$ cat src/ssm_pkg.sv
// Shared constants for the supply supervisor low-power mode controller.
// Assumes a 100 MHz system clock and an AXI4-Lite register port.
package ssm_pkg;
   // Register byte offsets.
   localparam logic [7:0] OFF_LOW_CTL = 8'h00;
   localparam logic [7:0] OFF_HIGH_CTL = 8'h04;
   localparam logic [7:0] OFF_STATUS = 8'h08;
   localparam logic [7:0] OFF_MASK = 8'h0C;
   localparam logic [7:0] OFF_STATE = 8'h10;
   localparam int ADDR_W = 8;
   // Control register layout, shared by the low side and the high side.
   localparam int CTL_W = 6;
   localparam int BIT_SUP_EN = 0;
   localparam int BIT_SUP_KEEP = 1;
   localparam int BIT_SUP_FP = 2;
   localparam int BIT_MON_EN = 3;
   localparam int BIT_MON_FP = 4;
   localparam int BIT_AUTO = 5;
   localparam logic [CTL_W-1:0] CTL_RST = 6'h00;
   // Sticky status and mask layout.
   localparam int ST_W = 4;
   localparam int ST_LOW_DONE = 0;
   localparam int ST_HIGH_DONE = 1;
   localparam int ST_LOCK = 2;
   localparam int ST_UNSAFE = 3;
   localparam logic [ST_W-1:0] MASK_RST = 4'h0;
   // Live state register layout.
   localparam int LV_LOW_PEND = 0;
   localparam int LV_HIGH_PEND = 1;
   localparam int LV_HAZARD = 2;
   localparam int LV_LOW_FAST = 3;
   localparam int LV_DEEP = 4;
   localparam int LV_LOCKED = 5;
   localparam int LV_LSUP = 8;
   localparam int LV_LMON = 10;
   localparam int LV_HSUP = 12;
   localparam int LV_HMON = 14;
   // Power mode codes on the mode input.
   localparam logic [1:0] MODE_ACTIVE = 2'h0;
   localparam logic [1:0] MODE_LIGHT = 2'h1;
   localparam logic [1:0] MODE_DEEP = 2'h2;
   // Bus responses.
   localparam logic [1:0] RESP_OKAY = 2'h0;
   localparam logic [1:0] RESP_SLVERR = 2'h2;
   // Timing.
   localparam int CLK_PERIOD_NS = 10;
   localparam int SETTLE_FULL_NS = 2000;
   localparam int SETTLE_NORM_NS = 150000;
   localparam int WAKE_WIN_NS = 1000;
   localparam int SETTLE_FULL_CYC = (SETTLE_FULL_NS + CLK_PERIOD_NS - 1) / CLK_PERIOD_NS;
   localparam int SETTLE_NORM_CYC = (SETTLE_NORM_NS + CLK_PERIOD_NS - 1) / CLK_PERIOD_NS;
   localparam int WAKE_WIN_CYC = WAKE_WIN_NS / CLK_PERIOD_NS;
   localparam int CNT_W = 16;
   // Operating state of one supervisor or monitor.
   typedef enum logic [1:0] {UNIT_OFF, UNIT_NORMAL, UNIT_FULL} ssm_unit_e;
endpackage

$ cat src/ssm_top.sv
// Supply supervisor and monitor mode control with hazard check and settle flags.
// Assumes an AXI4-Lite master, synchronous mode and wake inputs, one clock.
`timescale 1ns/10ps
module ssm_top
#(
   parameter int SETTLE_NORM_CYC = ssm_pkg::SETTLE_NORM_CYC
)
(
   // Clock and reset
   input wire logic CLK,
   input wire logic ARST_N,
   // AXI4-Lite write address and data
   input wire logic AWVALID,
   output logic AWREADY,
   input wire logic [ssm_pkg::ADDR_W-1:0] AWADDR,
   input wire logic [2:0] AWPROT,
   input wire logic WVALID,
   output logic WREADY,
   input wire logic [31:0] WDATA,
   input wire logic [3:0] WSTRB,
   // AXI4-Lite write response
   output logic BVALID,
   input wire logic BREADY,
   output logic [1:0] BRESP,
   // AXI4-Lite read
   input wire logic ARVALID,
   output logic ARREADY,
   input wire logic [ssm_pkg::ADDR_W-1:0] ARADDR,
   input wire logic [2:0] ARPROT,
   output logic RVALID,
   input wire logic RREADY,
   output logic [31:0] RDATA,
   output logic [1:0] RRESP,
   // Power mode and wake events
   input wire logic [1:0] PWR_MODE,
   input wire logic WAKE_IRQ,
   input wire logic SOFT_POWER_UP_CLEAR,
   // Unit states and status
   output logic [1:0] LOW_SUP_STATE,
   output logic [1:0] LOW_MON_STATE,
   output logic [1:0] HIGH_SUP_STATE,
   output logic [1:0] HIGH_MON_STATE,
   output logic LOW_WAKE_FAST,
   output logic HAZARD_CHECK,
   output logic LOW_SETTLE_PENDING,
   output logic HIGH_SETTLE_PENDING,
   output logic LOCKED_UP,
   output logic IRQ
);
   localparam logic [2:0] SEL_LOW = 3'h0;
   localparam logic [2:0] SEL_HIGH = 3'h1;
   localparam logic [2:0] SEL_STATUS = 3'h2;
   localparam logic [2:0] SEL_MASK = 3'h3;
   localparam logic [2:0] SEL_STATE = 3'h4;
   localparam logic [2:0] SEL_NONE = 3'h7;

   // Register index for an address; unaligned or unknown gives SEL_NONE.
   function automatic logic [2:0] reg_sel(input logic [ssm_pkg::ADDR_W-1:0] a);
      unique case (a)
         ssm_pkg::OFF_LOW_CTL: reg_sel = SEL_LOW;
         ssm_pkg::OFF_HIGH_CTL: reg_sel = SEL_HIGH;
         ssm_pkg::OFF_STATUS: reg_sel = SEL_STATUS;
         ssm_pkg::OFF_MASK: reg_sel = SEL_MASK;
         ssm_pkg::OFF_STATE: reg_sel = SEL_STATE;
         default: reg_sel = SEL_NONE;
      endcase
   endfunction

   // Operating state of one unit; monitors have no keep bit and pass 1.
   function automatic ssm_pkg::ssm_unit_e unit_state(input logic en, input logic keep,
      input logic fp, input logic auto_c, input logic deep);
      if (!en)
         unit_state = ssm_pkg::UNIT_OFF;
      else if (!deep)
         unit_state = fp ? ssm_pkg::UNIT_FULL : ssm_pkg::UNIT_NORMAL;
      else if (auto_c)
         unit_state = (keep && fp) ? ssm_pkg::UNIT_NORMAL : ssm_pkg::UNIT_OFF;
      else if (keep)
         unit_state = fp ? ssm_pkg::UNIT_FULL : ssm_pkg::UNIT_NORMAL;
      else
         unit_state = ssm_pkg::UNIT_OFF;
   endfunction

   logic aw_have_r;
   logic w_have_r;
   logic [ssm_pkg::ADDR_W-1:0] aw_addr_r;
   logic [31:0] w_data_r;
   logic w_lane0_r;
   logic do_write;
   logic [2:0] wsel;
   logic rd_take;
   logic [2:0] rsel;
   logic [ssm_pkg::CTL_W-1:0] low_ctl_r;
   logic [ssm_pkg::CTL_W-1:0] high_ctl_r;
   logic [ssm_pkg::ST_W-1:0] status_r;
   logic [ssm_pkg::ST_W-1:0] mask_r;
   logic [ssm_pkg::ST_W-1:0] events;
   logic low_wr;
   logic high_wr;
   logic [1:0] tmr_start;
   logic [1:0] tmr_busy;
   logic [1:0] tmr_busy_d_r;
   logic [ssm_pkg::CNT_W-1:0] tmr_load [2];
   logic deep;
   logic deep_d_r;
   logic deep_entry;
   logic [ssm_pkg::CNT_W-1:0] win_r;
   logic low_fast;
   logic high_sup_hit;
   logic high_mon_hit;
   logic affected;
   logic risky;
   logic [31:0] state_word;

   // Write channel: address and data are taken in either order.
   assign do_write = aw_have_r && w_have_r && !BVALID;
   assign wsel = reg_sel(aw_addr_r);

   always_ff @(posedge CLK or negedge ARST_N)
   begin
      if (!ARST_N)
      begin
         aw_have_r <= 1'b0;
         AWREADY <= 1'b1;
         aw_addr_r <= '0;
      end
      else if (AWVALID && AWREADY)
      begin
         aw_have_r <= 1'b1;
         AWREADY <= 1'b0;
         aw_addr_r <= AWADDR;
      end
      else if (do_write)
      begin
         aw_have_r <= 1'b0;
         AWREADY <= 1'b1;
      end
   end

   always_ff @(posedge CLK or negedge ARST_N)
   begin
      if (!ARST_N)
      begin
         w_have_r <= 1'b0;
         WREADY <= 1'b1;
         w_data_r <= '0;
         w_lane0_r <= 1'b0;
      end
      else if (WVALID && WREADY)
      begin
         w_have_r <= 1'b1;
         WREADY <= 1'b0;
         w_data_r <= WDATA;
         w_lane0_r <= WSTRB[0];
      end
      else if (do_write)
      begin
         w_have_r <= 1'b0;
         WREADY <= 1'b1;
      end
   end

   always_ff @(posedge CLK or negedge ARST_N)
   begin
      if (!ARST_N)
      begin
         BVALID <= 1'b0;
         BRESP <= ssm_pkg::RESP_OKAY;
      end
      else if (do_write)
      begin
         BVALID <= 1'b1;
         BRESP <= (wsel == SEL_NONE) ? ssm_pkg::RESP_SLVERR : ssm_pkg::RESP_OKAY;
      end
      else if (BREADY)
         BVALID <= 1'b0;
   end

   // Control registers. All fields sit in byte lane 0.
   assign low_wr = do_write && w_lane0_r && (wsel == SEL_LOW);
   assign high_wr = do_write && w_lane0_r && (wsel == SEL_HIGH);

   always_ff @(posedge CLK or negedge ARST_N)
   begin
      if (!ARST_N)
      begin
         low_ctl_r <= ssm_pkg::CTL_RST;
         high_ctl_r <= ssm_pkg::CTL_RST;
         mask_r <= ssm_pkg::MASK_RST;
      end
      else
      begin
         if (low_wr)
            low_ctl_r <= w_data_r[ssm_pkg::CTL_W-1:0];
         if (high_wr)
            high_ctl_r <= w_data_r[ssm_pkg::CTL_W-1:0];
         if (do_write && w_lane0_r && (wsel == SEL_MASK))
            mask_r <= w_data_r[ssm_pkg::ST_W-1:0];
      end
   end

   // Each control write restarts its side's settle delay. The delay length follows the
   // supervisor full performance bit being written, since that picks the comparator speed.
   assign tmr_start = {high_wr, low_wr};
   assign tmr_load[0] = w_data_r[ssm_pkg::BIT_SUP_FP] ?
      ssm_pkg::CNT_W'(ssm_pkg::SETTLE_FULL_CYC) : ssm_pkg::CNT_W'(SETTLE_NORM_CYC);
   assign tmr_load[1] = tmr_load[0];

   genvar gi;
   generate
      for (gi = 0; gi < 2; gi++)
      begin : g_settle
         ssm_settle_timer u_tmr
         (
            .CLK(CLK),
            .ARST_N(ARST_N),
            .start(tmr_start[gi]),
            .load(tmr_load[gi]),
            .busy(tmr_busy[gi])
         );
      end
   endgenerate

   // Hazard check.
   assign low_fast = !low_ctl_r[ssm_pkg::BIT_SUP_EN] || low_ctl_r[ssm_pkg::BIT_SUP_FP]
      || !low_ctl_r[ssm_pkg::BIT_MON_EN] || low_ctl_r[ssm_pkg::BIT_MON_FP];
   assign high_sup_hit = high_ctl_r[ssm_pkg::BIT_SUP_EN] && !high_ctl_r[ssm_pkg::BIT_SUP_FP]
      && (!high_ctl_r[ssm_pkg::BIT_SUP_KEEP] || high_ctl_r[ssm_pkg::BIT_AUTO]);
   assign high_mon_hit = high_ctl_r[ssm_pkg::BIT_MON_EN] && !high_ctl_r[ssm_pkg::BIT_MON_FP]
      && high_ctl_r[ssm_pkg::BIT_AUTO];
   assign affected = low_fast && (high_sup_hit || high_mon_hit);
   // Deep entry is unsafe when affected or while either delay still runs.
   assign risky = affected || (|tmr_busy);

   // Mode tracking and the wake window after deep entry.
   assign deep = (PWR_MODE >= ssm_pkg::MODE_DEEP);
   assign deep_entry = deep && !deep_d_r;

   always_ff @(posedge CLK or negedge ARST_N)
   begin
      if (!ARST_N)
      begin
         deep_d_r <= 1'b0;
         win_r <= '0;
      end
      else
      begin
         deep_d_r <= deep;
         if (deep_entry)
            win_r <= ssm_pkg::CNT_W'(ssm_pkg::WAKE_WIN_CYC);
         else if (win_r != '0)
            win_r <= win_r - 1'b1;
      end
   end

   // Lock-up is modelled, not prevented: only a reset or a soft clear leaves it.
   always_ff @(posedge CLK or negedge ARST_N)
   begin
      if (!ARST_N)
         LOCKED_UP <= 1'b0;
      else if (SOFT_POWER_UP_CLEAR)
         LOCKED_UP <= 1'b0;
      else if ((win_r != '0) && WAKE_IRQ && risky)
         LOCKED_UP <= 1'b1;
   end

   // Registered unit states and check outputs.
   always_ff @(posedge CLK or negedge ARST_N)
   begin
      if (!ARST_N)
      begin
         LOW_SUP_STATE <= ssm_pkg::UNIT_OFF;
         LOW_MON_STATE <= ssm_pkg::UNIT_OFF;
         HIGH_SUP_STATE <= ssm_pkg::UNIT_OFF;
         HIGH_MON_STATE <= ssm_pkg::UNIT_OFF;
         LOW_WAKE_FAST <= 1'b1;
         HAZARD_CHECK <= 1'b0;
      end
      else
      begin
         LOW_SUP_STATE <= unit_state(low_ctl_r[ssm_pkg::BIT_SUP_EN],
            low_ctl_r[ssm_pkg::BIT_SUP_KEEP], low_ctl_r[ssm_pkg::BIT_SUP_FP],
            low_ctl_r[ssm_pkg::BIT_AUTO], deep);
         LOW_MON_STATE <= unit_state(low_ctl_r[ssm_pkg::BIT_MON_EN], 1'b1,
            low_ctl_r[ssm_pkg::BIT_MON_FP], low_ctl_r[ssm_pkg::BIT_AUTO], deep);
         HIGH_SUP_STATE <= unit_state(high_ctl_r[ssm_pkg::BIT_SUP_EN],
            high_ctl_r[ssm_pkg::BIT_SUP_KEEP], high_ctl_r[ssm_pkg::BIT_SUP_FP],
            high_ctl_r[ssm_pkg::BIT_AUTO], deep);
         HIGH_MON_STATE <= unit_state(high_ctl_r[ssm_pkg::BIT_MON_EN], 1'b1,
            high_ctl_r[ssm_pkg::BIT_MON_FP], high_ctl_r[ssm_pkg::BIT_AUTO], deep);
         LOW_WAKE_FAST <= low_fast;
         HAZARD_CHECK <= affected;
      end
   end

   // Settle flags follow the timers one cycle later.
   always_ff @(posedge CLK or negedge ARST_N)
   begin
      if (!ARST_N)
      begin
         tmr_busy_d_r <= 2'h0;
         LOW_SETTLE_PENDING <= 1'b0;
         HIGH_SETTLE_PENDING <= 1'b0;
      end
      else
      begin
         tmr_busy_d_r <= tmr_busy;
         LOW_SETTLE_PENDING <= tmr_busy[0];
         HIGH_SETTLE_PENDING <= tmr_busy[1];
      end
   end

   // Sticky events; a read of the status register clears them, but a new event wins.
   assign events[ssm_pkg::ST_LOW_DONE] = tmr_busy_d_r[0] && !tmr_busy[0];
   assign events[ssm_pkg::ST_HIGH_DONE] = tmr_busy_d_r[1] && !tmr_busy[1];
   assign events[ssm_pkg::ST_LOCK] = (win_r != '0) && WAKE_IRQ && risky && !LOCKED_UP;
   assign events[ssm_pkg::ST_UNSAFE] = deep_entry && risky;

   always_ff @(posedge CLK or negedge ARST_N)
   begin
      if (!ARST_N)
         status_r <= '0;
      else if (rd_take && (rsel == SEL_STATUS))
         status_r <= events;
      else
         status_r <= status_r | events;
   end

   always_ff @(posedge CLK or negedge ARST_N)
   begin
      if (!ARST_N)
         IRQ <= 1'b0;
      else
         IRQ <= |(status_r & mask_r);
   end

   // Read channel.
   assign rd_take = ARVALID && ARREADY;
   assign rsel = reg_sel(ARADDR);

   always_comb
   begin
      state_word = '0;
      state_word[ssm_pkg::LV_LOW_PEND] = LOW_SETTLE_PENDING;
      state_word[ssm_pkg::LV_HIGH_PEND] = HIGH_SETTLE_PENDING;
      state_word[ssm_pkg::LV_HAZARD] = HAZARD_CHECK;
      state_word[ssm_pkg::LV_LOW_FAST] = LOW_WAKE_FAST;
      state_word[ssm_pkg::LV_DEEP] = deep_d_r;
      state_word[ssm_pkg::LV_LOCKED] = LOCKED_UP;
      state_word[ssm_pkg::LV_LSUP +: 2] = LOW_SUP_STATE;
      state_word[ssm_pkg::LV_LMON +: 2] = LOW_MON_STATE;
      state_word[ssm_pkg::LV_HSUP +: 2] = HIGH_SUP_STATE;
      state_word[ssm_pkg::LV_HMON +: 2] = HIGH_MON_STATE;
   end

   always_ff @(posedge CLK or negedge ARST_N)
   begin
      if (!ARST_N)
      begin
         ARREADY <= 1'b1;
         RVALID <= 1'b0;
         RDATA <= '0;
         RRESP <= ssm_pkg::RESP_OKAY;
      end
      else if (rd_take)
      begin
         ARREADY <= 1'b0;
         RVALID <= 1'b1;
         RRESP <= (rsel == SEL_NONE) ? ssm_pkg::RESP_SLVERR : ssm_pkg::RESP_OKAY;
         unique case (rsel)
            SEL_LOW: RDATA <= 32'(low_ctl_r);
            SEL_HIGH: RDATA <= 32'(high_ctl_r);
            SEL_STATUS: RDATA <= 32'(status_r);
            SEL_MASK: RDATA <= 32'(mask_r);
            SEL_STATE: RDATA <= state_word;
            default: RDATA <= '0;
         endcase
      end
      else if (RVALID && RREADY)
      begin
         RVALID <= 1'b0;
         ARREADY <= 1'b1;
      end
   end

   // Assertion helper: age of the last low-side control write and the speed it picked.
   // The length check reads both one cycle late, so a rewrite in the falling cycle is harmless.
   logic [ssm_pkg::CNT_W-1:0] low_age_r;
   logic low_age_fp_r;

   always_ff @(posedge CLK or negedge ARST_N)
   begin
      if (!ARST_N)
      begin
         low_age_r <= '0;
         low_age_fp_r <= 1'b0;
      end
      else if (low_wr)
      begin
         low_age_r <= '0;
         low_age_fp_r <= w_data_r[ssm_pkg::BIT_SUP_FP];
      end
      else if (low_age_r != '1)
         low_age_r <= low_age_r + 1'b1;
   end
endmodule // ssm_top

$ cat src/ssm_settle_timer.sv
// Down-counter that holds a busy flag for a loaded number of cycles.
// Assumes start is a one-cycle pulse; a new start reloads the count.
`timescale 1ns/10ps
module ssm_settle_timer
(
   // Clock and reset
   input wire logic CLK,
   input wire logic ARST_N,
   // Control
   input wire logic start,
   input wire logic [ssm_pkg::CNT_W-1:0] load,
   // Status
   output logic busy
);
   logic [ssm_pkg::CNT_W-1:0] cnt_r;

   always_ff @(posedge CLK or negedge ARST_N)
   begin
      if (!ARST_N)
      begin
         cnt_r <= '0;
         busy <= 1'b0;
      end
      else if (start)
      begin
         cnt_r <= load;
         busy <= (load != '0);
      end
      else if (cnt_r != '0)
      begin
         cnt_r <= cnt_r - 1'b1;
         busy <= (cnt_r != 16'h0001);
      end
   end
endmodule // ssm_settle_timer

$ cat config.mk
export PLATFORM = sky130hd
export DESIGN_NAME = ssm_top
export DESIGN_NICKNAME = d
export VERILOG_FILES = /design/src/ssm_pkg.sv /design/src/ssm_top.sv /design/src/ssm_settle_timer.sv
export SDC_FILE = /design/constraint.sdc
export NUM_CORES = 1
export LEC_CHECK = 0
export CAP_MARGIN = 10
export CORE_UTILIZATION = 55
export CTS_CLUSTER_DIAMETER = 100
export DETAILED_ROUTE_END_ITERATION = 6
export DONT_BUFFER_PORTS = 1
export PLACE_DENSITY = 0.74
export RECOVER_POWER = 50
export SYNTH_ARGS = -nofsm -noshare
export SYNTH_HDL_FRONTEND = slang
export SYNTH_SLANG_ARGS = --single-unit
$ cat constraint.sdc
create_clock -name CLK -period 2.8 [get_ports CLK]
set_clock_uncertainty 0.1 [all_clocks]
set_input_delay 0.56 -clock CLK [delete_from_list [all_inputs] [get_ports CLK]]
set_output_delay 0.56 -clock CLK [all_outputs]
set_load 0.01 [all_outputs]
==> results.cfg, run 1 <==
[grt]
grt_pass1_wl_um = 20200
grt_antenna_before_repair = 0
grt_max_degree = 124
overflow = 0
grt_usage = 0.234
grt_pass1_vias = 4092

[critical_path]
r2r_slack_ns = 0.33
crit_fanout = 17
critPathCaptureType = flip-flop
worstPathCellList = nand2_1 > clkbuf_1 > nor4_1 > nand3_1 > a22o_1
critical_path.top_delay_family = simple AND/OR/NAND/NOR gates
cp_num_buf_inv = 1
cp.arrival_ns = 2.79
cp_data_required_time_ns = 3.12
crit_type = flip-flop to flip-flop
start_kind = flip-flop
critical-path-max-stage-delay_ns = 0.63
cp_slowest_cell = dfstp_1

[logic_synthesis]
synthDistinctLibCells = 57
yosysTopAreaCellShare = 0.506
yosysWarnings = 0
netlist_top_cells_area = dfrtp_1 51%, nand2_1 4.4%, mux2_2 3.6%
ys.flop_type = dfrtp_1
synth_area_um2 = 5890
yosys.area.top_type = dfrtp_1
synth_area_per_cell_um2 = 10.5
ys_seq_area_frac = 0.523
synthCells = 562
ys_ff_latch = 123
synth_most_common_cell = dfrtp_1
synth_edf_count = 0
ys_async_sr_fraction = 1.00
yosys-top-cells-count = 119 x dfrtp_1, 69 x nand2_1, 51 x nor2_1

[status]
outcome = complete, but fails checks
violations = negative hold slack

[run]
maxCapViolCount = 0

[die]
die_area_um2 = 11100
die_y_um = 105
rows = 37
start_util = 0.568
core_um2 = 10400
fp.dieW_um = 105
io_pins = 124

[cts]
numClockSinks = 123
cts_tree = built
ctsHoldBuffers = 3
cts_max_level = 4
clk_pin_slew_worst_paths_ns = 0.06
worstSkewPairLatency_ns = 0.53
ctsRootBufferMaster = clkbuf_8
cts_buffer_depth = 2
tritoncts.num_buffers = 17

[placed_design]
place_hpwl_um = 7980
place_congestion = 0.845
placedCellCount = 688
port_buffers = 0

[sta]
maxSlewViolCount = 0
setup_viol = 0
fin_crit_ns = 2.47
clock.fmax_mhz = 405
rsz0062_at_grt = no
hold_viol = 123
worst_slew_pin_slew_ns = 0.749
min_period_over_period = 0.883
relSlewSlack = 0.501
finalSetupTns_ns = 0
fin_hold_ws_ns = -0.374

[route]
routed_wl_um = 11800
via_per_inst = 5.77
drtPass1Iterations = 4
ant_nets = 0
vias = 4169
wl_per_cell_um = 16.3
drc = 0
dr.first_iter.drc_count = 255

[power]
p_per_area_nw_per_um2 = 957
leakagePower_nw = 2.97
irDropWorstVdd_v = 0.000677

[layout]
drive_above_1_share = 0.128
final_nets = 650
diodes = 0
fin_cells = 723
area_delta_synth_final_pct = 12.5

[hold_path]
min_path_type = input port to async pin
[metal layers]
layer / up-vias / GRT usage / share of wire
met4: 0 / 0.0863 / 0.018
met3: 28 / 0.0878 / 0.078
met2: 142 / 0.360 / 0.47
met1: 2036 / 0.304 / 0.43
li1: 1963 / - / -
met5: - / 0 / 0
[registers in the layout (all words and copies together), names as in the netlist, 4 cells and up]
signal and flops:
aw_addr_r 8, mask_r 4, w_data_r 6, RDATA 14, low_ctl_r 6, g_settle.u_tmr.cnt_r 32
high_ctl_r 6, status_r 4, win_r 16
[final cells by class]
cell class	instances	area (µm²)
well taps	136	170
inverters	19	71.3
clock buffers	22	473
flip-flops and latches	123	3080
repair buffers	11	86.3
multi-input cells	402	2580
fillers	815	3740
clock inverters	10	163
[worst register-to-register path, delay by kind of cell (launching register included)]
family | cells | cell delay [ns]
simple gates | 3 | 1.00
flops | 1 | 0.63
compound gates | 1 | 0.31
buf+inv | 1 | 0.33
[what timing repair did]
action                                 CTS  global route
buffers inserted                         0             0
resized for setup                        0             0
endpoints found under the hold margin  126           123
[where the power goes]
group	switching (mW)	internal (mW)	total, mW
Sequential	0.536	2.25	2.79
Combinational	0.633	0.616	1.25
Clock	0.766	1.54	2.30
Total	1.93	4.41	6.34
[stage by stage]
step / setup WS [ns] / total power, mW / instance area, µm² / hold slack, ns / utilization
final: 0.329 / 6.34 / 6630 / -0.374 / 0.639
after global routing: 0.180 / 6.71 / 6630 / -0.401 / 0.639
after CTS: 0.452 / 6.38 / 6630 / -0.393 / 0.639
after detailed placement: 0.497 / 4.05 / 5960 / 0.167 / 0.575
after global placement: 0.566 / 3.98 / 5960 / 0.167 / 0.575
after floorplan: 0.492 / 3.73 / 5960 / 0.164 / -
[cells by family after synthesis]
kind of cell	synth area share
compound gates	0.0941
flops	0.523
buf+inv	0.0510
xor+xnor	0.0506
simple gates	0.199
other cells	0.000637
mux	0.0669
fa+ha+maj	0.0149
[final timing paths]
path,cells after the start,to,from
worst max-delay path,5,status_r[3]$_DFF_PN0_,ARREADY$_DFFE_PN1P_
worst min-delay path,0,RDATA[8]$_DFFE_PN0P_,ARST_N
worst max register to register,5,status_r[3]$_DFF_PN0_,ARREADY$_DFFE_PN1P_
worst min register to register,0,HIGH_SETTLE_PENDING$_DFF_PN0_,g_settle[1].u_tmr.busy$_DFFE_PN0P_
max in group asynchronous,0,WREADY$_DFFE_PN1P_,ARST_N
min in group CLK,1,HIGH_SUP_STATE[1]$_DFF_PN0_,PWR_MODE[1]
[layout by cell type (no fill, tap or decap), types with 5 or more instances in the layout]
cell type | Yosys | layout
clkbuf_8 | 0 | 5
a22o_1 | 11 | 11
mux2_2 | 19 | 19
a21oi_1 | 18 | 18
nand4_1 | 5 | 5
nand3_1 | 11 | 11
nand3b_1 | 5 | 5
inv_1 | 19 | 19
dfrtp_1 | 119 | 119
buf_4 | 21 | 7
ha_1 | 7 | 7
xnor2_1 | 15 | 15
nor4_1 | 12 | 12
nor2b_1 | 8 | 8
o21ai_0 | 26 | 26
nand2_1 | 69 | 69
a211oi_1 | 5 | 5
mux2i_1 | 9 | 9
or4_1 | 6 | 6
or3_1 | 7 | 7
clkinvlp_4 | 0 | 5
and3_1 | 8 | 8
xor2_1 | 19 | 19
o21bai_1 | 5 | 5
nor2_1 | 51 | 51
nand4b_1 | 5 | 5
nor3_1 | 10 | 10
conb_1 | 1 | 20
clkbuf_16 | 0 | 16
No activity file was read; power rests on OpenSTA's default activity.
==> inputs of run 2 (changes only) <==
--- a/config.mk
+++ b/config.mk
@@ -15,3 +15,4 @@
 export SYNTH_ARGS = -nofsm -noshare
 export SYNTH_HDL_FRONTEND = slang
+export SYNTH_HIERARCHICAL = 1
 export SYNTH_SLANG_ARGS = --single-unit
==> constraint.sdc (replaced) <==
create_clock -name CLK -period 2.8 [get_ports CLK]
set_clock_uncertainty 0.1 [all_clocks]
set_input_delay 0.56 -clock CLK [delete_from_list [all_inputs] [get_ports CLK]]
set_output_delay 0.56 -clock CLK [all_outputs]
set_load 0.02 [all_outputs]
==> run 2 against run 1 <==
  * The flow still finishes with violations (negative hold slack)
  * Sequential power shrank 1%
  * Synthesized cell count grew 6.9%
  * Core utilization grew 0.97 points
  * Non-clock buffer count shrank 5
  * Area after synthesis grew 7.8%
  * Clock power shrank 7%
  * Via count grew 12%
  * Highest routed layer is now met5
  * Sequential share of layout area shrank 3.4 points
  * Worst hold slack gained 0.10 ns
==> results.cfg, run 2 <==
[cts]
cts_max_level = 4
ctsRootBufferMaster = clkbuf_16
cts_resized = 0
cts_buffer_depth = 2
cts_tree = built
post-cts-setup-buffer-count = 0
numClockSinks = 123
clk_pin_slew_worst_paths_ns = 0.06
worstSkewPairLatency_ns = 0.42
tritoncts.num_buffers = 17

[die]
rows = 38
core_um2 = 11000
die_area_um2 = 12000
die_y_um = 109
io_pins = 124
fp.dieW_um = 109
start_util = 0.576

[sta]
finalSetupTns_ns = 0
maxSlewViolCount = 0
rsz0062_at_grt = no
hold_viol = 123
fin_hold_ws_ns = -0.270
worst_slew_pin_slew_ns = 0.694
finalWorstSetupSlack_ns = 0.435
relSlewSlack = 0.533
min_period_over_period = 0.845
setup_viol = 0
fin_crit_ns = 2.36
clock.fmax_mhz = 423

[power]
sw_frac_of_total = 0.322
power_mw = 6.15
p_sw_mw = 1.98
p_per_area_nw_per_um2 = 860
leakagePower_nw = 3.12
irDropWorstVdd_v = 0.000463
p_comb_frac = 0.203
intPower_mw = 4.17
p_clk_frac = 0.350
p_seq_frac = 0.447

[critical_path]
critPathCaptureType = flip-flop
cp_data_required_time_ns = 3.01
cp.arrival_ns = 2.57
crit_type = flip-flop to flip-flop
crit_fanout = 24
start_kind = flip-flop

[logic_synthesis]
ys_seq_area_frac = 0.486
synth_xor_area_frac = 0.0276
synth-simple-area-share = 0.211
synth_most_common_cell = dfrtp_1
synthDistinctLibCells = 67
ys_ff_latch = 123
ys.flop_type = dfrtp_1
synth_top_family_by_area = simple AND/OR/NAND/NOR gates
yosys-top-cells-count = 119 x dfrtp_1, 64 x nand2_1, 26 x nor2_1
yosys.area.top_type = dfrtp_1
synth_area_um2 = 6350
synthAdderAreaFrac = 0.0138
synth_area_per_cell_um2 = 10.6
netlist_top_cells_area = dfrtp_1 47%, mux2_2 4.4%, nand2_1 3.8%
ys_async_sr_fraction = 1.00
synth-compound-area-share = 0.133
yosysTopAreaCellShare = 0.469
yosysWarnings = 6
synth_edf_count = 0
synthCells = 601
muxShareOfSynthArea = 0.0802

[route]
via_per_inst = 5.83
drc = 0
drtPass1Iterations = 4
vias = 4650
ant_nets = 0
dr.first_iter.drc_count = 277
routed_wl_um = 13500
wl_per_cell_um = 16.9

[layout]
layout_common_cells = 119 x dfrtp_1, 64 x nand2_1, 58 x conb_1, 26 x nor2_1, 25 x mux2_2
largest_reg_flops = 32
top_register = g_settle.u_tmr/cnt_r
area_delta_synth_final_pct = 12.7
reg_top3 = g_settle.u_tmr/cnt_r x32, win_r x16, RDATA x14
fin_util = 0.649
fillers = 856
layout_commonest_cell = dfrtp_1
diodes = 0
drive_above_1_share = 0.132
final_nets = 721

[hold_path]
min_path_type = input port to async pin

[placed_design]
post-place-ws_ns = 0.440
place_congestion = 0.800
port_buffers = 0
place_hpwl_um = 9000

[grt]
overflow = 0
grt_pass1_vias = 4435
grt_max_degree = 124
grt_usage = 0.239
grt_pass1_wl_um = 21400
grt_antenna_before_repair = 1

[status]
outcome = complete, but fails checks
violations = negative hold slack

[run]
maxCapViolCount = 0
-- run 2: layer usage --
| layer | track usage | vias to the layer above | share of wire |
|---|---|---|---|
| li1 | - | 2218 | - |
| met1 | 0.300 | 2292 | 0.45 |
| met2 | 0.382 | 116 | 0.49 |
| met3 | 0.0711 | 22 | 0.048 |
| met4 | 0.104 | 2 | 0.017 |
| met5 | 0 | - | 0.00097 |
-- run 2: through the flow --
| step | hold slack, ns | instances | area, µm² |
|---|---|---|---|
| 6_report | -0.270 | 798 | 7150 |
| 5_1_grt | -0.289 | 798 | 7150 |
| 4_1_cts | -0.284 | 798 | 7160 |
| 3_5_place_dp | 0.168 | 766 | 6570 |
| 3_3_place_gp | 0.168 | 766 | 6570 |
| 2_1_floorplan | 0.164 | 657 | 6560 |
-- run 2: cell type report --
cell class,count,area (µm²),share of cell area
Sequential cell,123,3080,0.431
Timing Repair Buffer,6,41.3,0.00577
Clock buffer,22,474,0.0663
Multi-Input combinational cell,476,3190,0.445
Clock inverter,10,115,0.0161
Tap cell,140,175,0.0245
Inverter,21,78.8,0.0110
-- run 2: final timing paths --
path / depth (start not counted) / slack (ns) / endpoint / startpoint
max: 7 / 0.44 / g_settle[1].u_tmr/cnt_r[15]$_DFFE_PN0P_ / BVALID$_DFFE_PN0P_
min reg2reg: 0 / 0.33 / tmr_busy_d_r[0]$_DFF_PN0_ / g_settle[0].u_tmr/busy$_DFFE_PN0P_
min: 0 / -0.27 / win_r[12]$_DFFE_PN0P_ / ARST_N
max reg2reg: 7 / 0.44 / g_settle[1].u_tmr/cnt_r[15]$_DFFE_PN0P_ / BVALID$_DFFE_PN0P_
max in group asynchronous: 0 / 2.65 / LOW_WAKE_FAST$_DFF_PN1_ / ARST_N
min in group CLK: 0 / 0.06 / deep_d_r$_DFF_PN0_ / PWR_MODE[1]
-- run 2: power by group through the flow --
stage	logic, mW	clock network (mW)	registers (mW)
finish	1.25	2.15	2.75
global route	1.40	2.26	2.82
CTS	1.25	2.18	2.75
detailed placement	1.24	0	2.77
global placement	1.19	0	2.74
floorplan	1.06	0	2.63
-- run 2: logic make-up after synthesis --
group           count (synthesis)
buf+inv                        58
xor+xnor                       20
simple gates                  227
other cells                     2
compound gates                117
fa+ha+maj                       7
mux                            47
flops                         123
-- run 2: critical path, cell delays in order (launching register included) --
cell,delay [ns]
dfrtp_1,0.48
and3b_1,0.40
nand4_1,0.24
nor3b_4,0.24
buf_4,0.31
nor2_1,0.08
o31a_1,0.12
a2111oi_2,0.28
==> inputs of run 3 (changes only) <==
- ABC_AREA: not set -> 1
- PLACE_DENSITY: 0.74 -> 0.77
- clock period: 2.8 -> 2.1 ns (I/O delays scaled with it)
==> run 3 against run 2 <==
  * The flow still finishes with violations (negative hold slack)
  * Sequential cell count stayed put
  * Sequential share of layout area fell by 3.2 points
  * Die area grew 7.4%
  * Highest routed layer is now met4
  * First-iteration DRC count up 20%
  * Count of clock-buffer cells in the layout shrank 5
  * Critical endpoint is now g_settle[0].u_tmr/cnt_r[6]$_DFFE_PN0P_
  * Critical path depth grew 4
==> results.cfg, run 3 <==
[sta]
setup_viol = 0
finalSetupTns_ns = 0
hold_viol = 123
rsz0062_at_grt = no
fin_crit_ns = 1.90
maxSlewViolCount = 0
fin_hold_ws_ns = -0.414
relSlewSlack = 0.646
clock.fmax_mhz = 526
min_period_over_period = 0.906
worst_slew_pin_slew_ns = 0.531

[placed_design]
place_congestion = 0.858
place_hpwl_um = 9620
port_buffers = 0
placedCellCount = 1078

[critical_path]
r2r_cells = 11
cp_num_buf_inv = 4
start_kind = flip-flop
critical-path-max-stage-delay_ns = 0.47
cp_common_cell = inv_1
worstPathCellList = inv_2 > nand3_4 > nor2_4 > inv_1 > nor2_1 > nand2_2 > inv_1 > inv_1 > or2_2 > nand2_1 > nor2_1
critPathCaptureType = flip-flop
r2r_slack_ns = 0.20
cp_data_required_time_ns = 2.32
crit_fanout = 5
critical_path.top_delay_family = simple AND/OR/NAND/NOR gates
cp.arrival_ns = 2.12
crit_type = flip-flop to flip-flop
rr_startpoint = BVALID$_DFFE_PN0P_
regToRegEndpoint = g_settle[0].u_tmr/cnt_r[6]$_DFFE_PN0P_
cp_slowest_cell = dfrtp_1

[power]
leakagePower_nw = 3.93
irDropWorstVdd_v = 0.000645
p_per_area_nw_per_um2 = 1040

[grt]
grt_pass1_wl_um = 23400
grt_antenna_before_repair = 0
grt_pass1_vias = 5106
grt_usage = 0.233
grt_max_degree = 124
overflow = 0

[route]
vias = 5415
via_per_inst = 4.86
dr.first_iter.drc_count = 332
drc = 0
wl_per_cell_um = 12.4
drtPass1Iterations = 4
routed_wl_um = 13800
ant_nets = 0

[layout]
final_nets = 1009
largest_reg_flops = 32
reg_top3 = g_settle.u_tmr/cnt_r x32, win_r x16, RDATA x14
drive_above_1_share = 0.134
layout_common_cells = 278 x nand2_1, 119 x dfrtp_1, 104 x nor2_1, 85 x inv_1, 60 x conb_1
area_delta_synth_final_pct = 13.0
diodes = 0
layout_commonest_cell = nand2_1
top_register = g_settle.u_tmr/cnt_r
fin_cells = 1114

[die]
start_util = 0.566
die_area_um2 = 12900
core_um2 = 12100
die_y_um = 113
rows = 40
fp.dieW_um = 113
io_pins = 124

[logic_synthesis]
ys_async_sr_fraction = 1.00
synth_area_um2 = 6830
ys.flop_type = dfrtp_1
synth_area_per_cell_um2 = 7.80
synth_most_common_cell = nand2_1
yosysWarnings = 6
ys_ff_latch = 123
synth_edf_count = 0
yosysTopAreaCellShare = 0.436
synthCells = 876
yosys-top-cells-count = 278 x nand2_1, 119 x dfrtp_1, 104 x nor2_1
ys_seq_area_frac = 0.451
synthDistinctLibCells = 41
netlist_top_cells_area = dfrtp_1 44%, nand2_1 15%, nor2_1 5.7%
yosys.area.top_type = dfrtp_1

[cts]
cts_tree = built
cts_max_level = 4
ctsRootBufferMaster = clkbuf_16
tritoncts.num_buffers = 17
cts_buffer_depth = 2
numClockSinks = 123
clk_pin_slew_worst_paths_ns = 0.06
worstSkewPairLatency_ns = 0.43
ctsHoldBuffers = 4
post-cts-setup-buffer-count = 0

[status]
outcome = complete, but fails checks
violations = negative hold slack

[hold_path]
min_path_type = input port to async pin

[run]
maxCapViolCount = 0
## run 3: cell types whose count changed in the layout (fill, tap and decap cells not counted), sizes merged, moves of 25 or more
cell / previous run / this run
nand3: 11 / 63
nand2: 66 / 290
inv: 22 / 101
nor4: 28 / 0
nor2: 27 / 132
mux2: 31 / 6
## run 3: worst max path at each step
stage                                         endpoint  slack (ns)  depth (start not counted)          startpoint
3_3_place_gp    g_settle[0].u_tmr/cnt_r[6]$_DFFE_PN0P_        0.26                         11  BVALID$_DFFE_PN0P_
4_1_cts         g_settle[0].u_tmr/cnt_r[5]$_DFFE_PN0P_        0.14                         11  BVALID$_DFFE_PN0P_
5_1_grt         g_settle[0].u_tmr/cnt_r[6]$_DFFE_PN0P_        0.02                         11  BVALID$_DFFE_PN0P_
6_report        g_settle[0].u_tmr/cnt_r[6]$_DFFE_PN0P_        0.20                         11  BVALID$_DFFE_PN0P_
3_5_place_dp    g_settle[0].u_tmr/cnt_r[5]$_DFFE_PN0P_        0.17                         11  BVALID$_DFFE_PN0P_
2_1_floorplan  g_settle[0].u_tmr/cnt_r[11]$_DFFE_PN0P_        0.14                         12  BVALID$_DFFE_PN0P_
## run 3: kinds of logic after synthesis
| kind of cell | count (synthesis) | synth area share |
|---|---|---|
| xor gates and xnor gates | 11 | 0.0141 |
| adders and majority gates | 7 | 0.0128 |
| muxes | 6 | 0.00989 |
| AOI/OAI and AO/OA | 85 | 0.0764 |
| and+or+nand+nor | 511 | 0.345 |
| other | 2 | 0.00110 |
| buffers and inverters | 131 | 0.0890 |
| DFF | 123 | 0.451 |
## run 3: layer usage
layer	GRT usage	routed length, µm	up-vias
met5	0	0	-
met4	0.0930	282	0
met3	0.0611	587	24
met2	0.374	6500	99
met1	0.302	6410	2505
li1	-	-	2787
## run 3: report_power, final
part	switching [mW]	internal (mW)	leakage, nW
clock	1.14	1.64	0.268
sequential	0.523	2.87	1.51
combinational	1.18	0.639	2.15
total	2.84	5.15	3.93
## run 3: final cells by class
type,count,area [µm²]
fillers,1023,4340
inverters,97,364
well taps,168,210
clock buffers,17,425
repair buffers,14,128
clock inverters,15,143
multi-input cells,680,3370
flip-flops and latches,123,3080
## run 3: repair_timing
item	4_1_cts	5_1_grt
endpoints found under the setup margin	0	6
hold endpoints to repair	127	123
gates resized for setup	0	1
## run 3: stage by stage
stage | hold WS, ns | util | cell area (µm²) | total power [mW] | setup slack, ns
3_3_place_gp | 0.0269 | 0.589 | 7100 | 5.15 | 0.261
4_1_cts | -0.429 | 0.639 | 7710 | 8.06 | 0.141
6_report | -0.414 | 0.640 | 7720 | 7.99 | 0.198
2_1_floorplan | 0.0244 | - | 7050 | 4.79 | 0.145
5_1_grt | -0.426 | 0.640 | 7720 | 8.46 | 0.0191
3_5_place_dp | 0.0272 | 0.589 | 7100 | 5.22 | 0.172
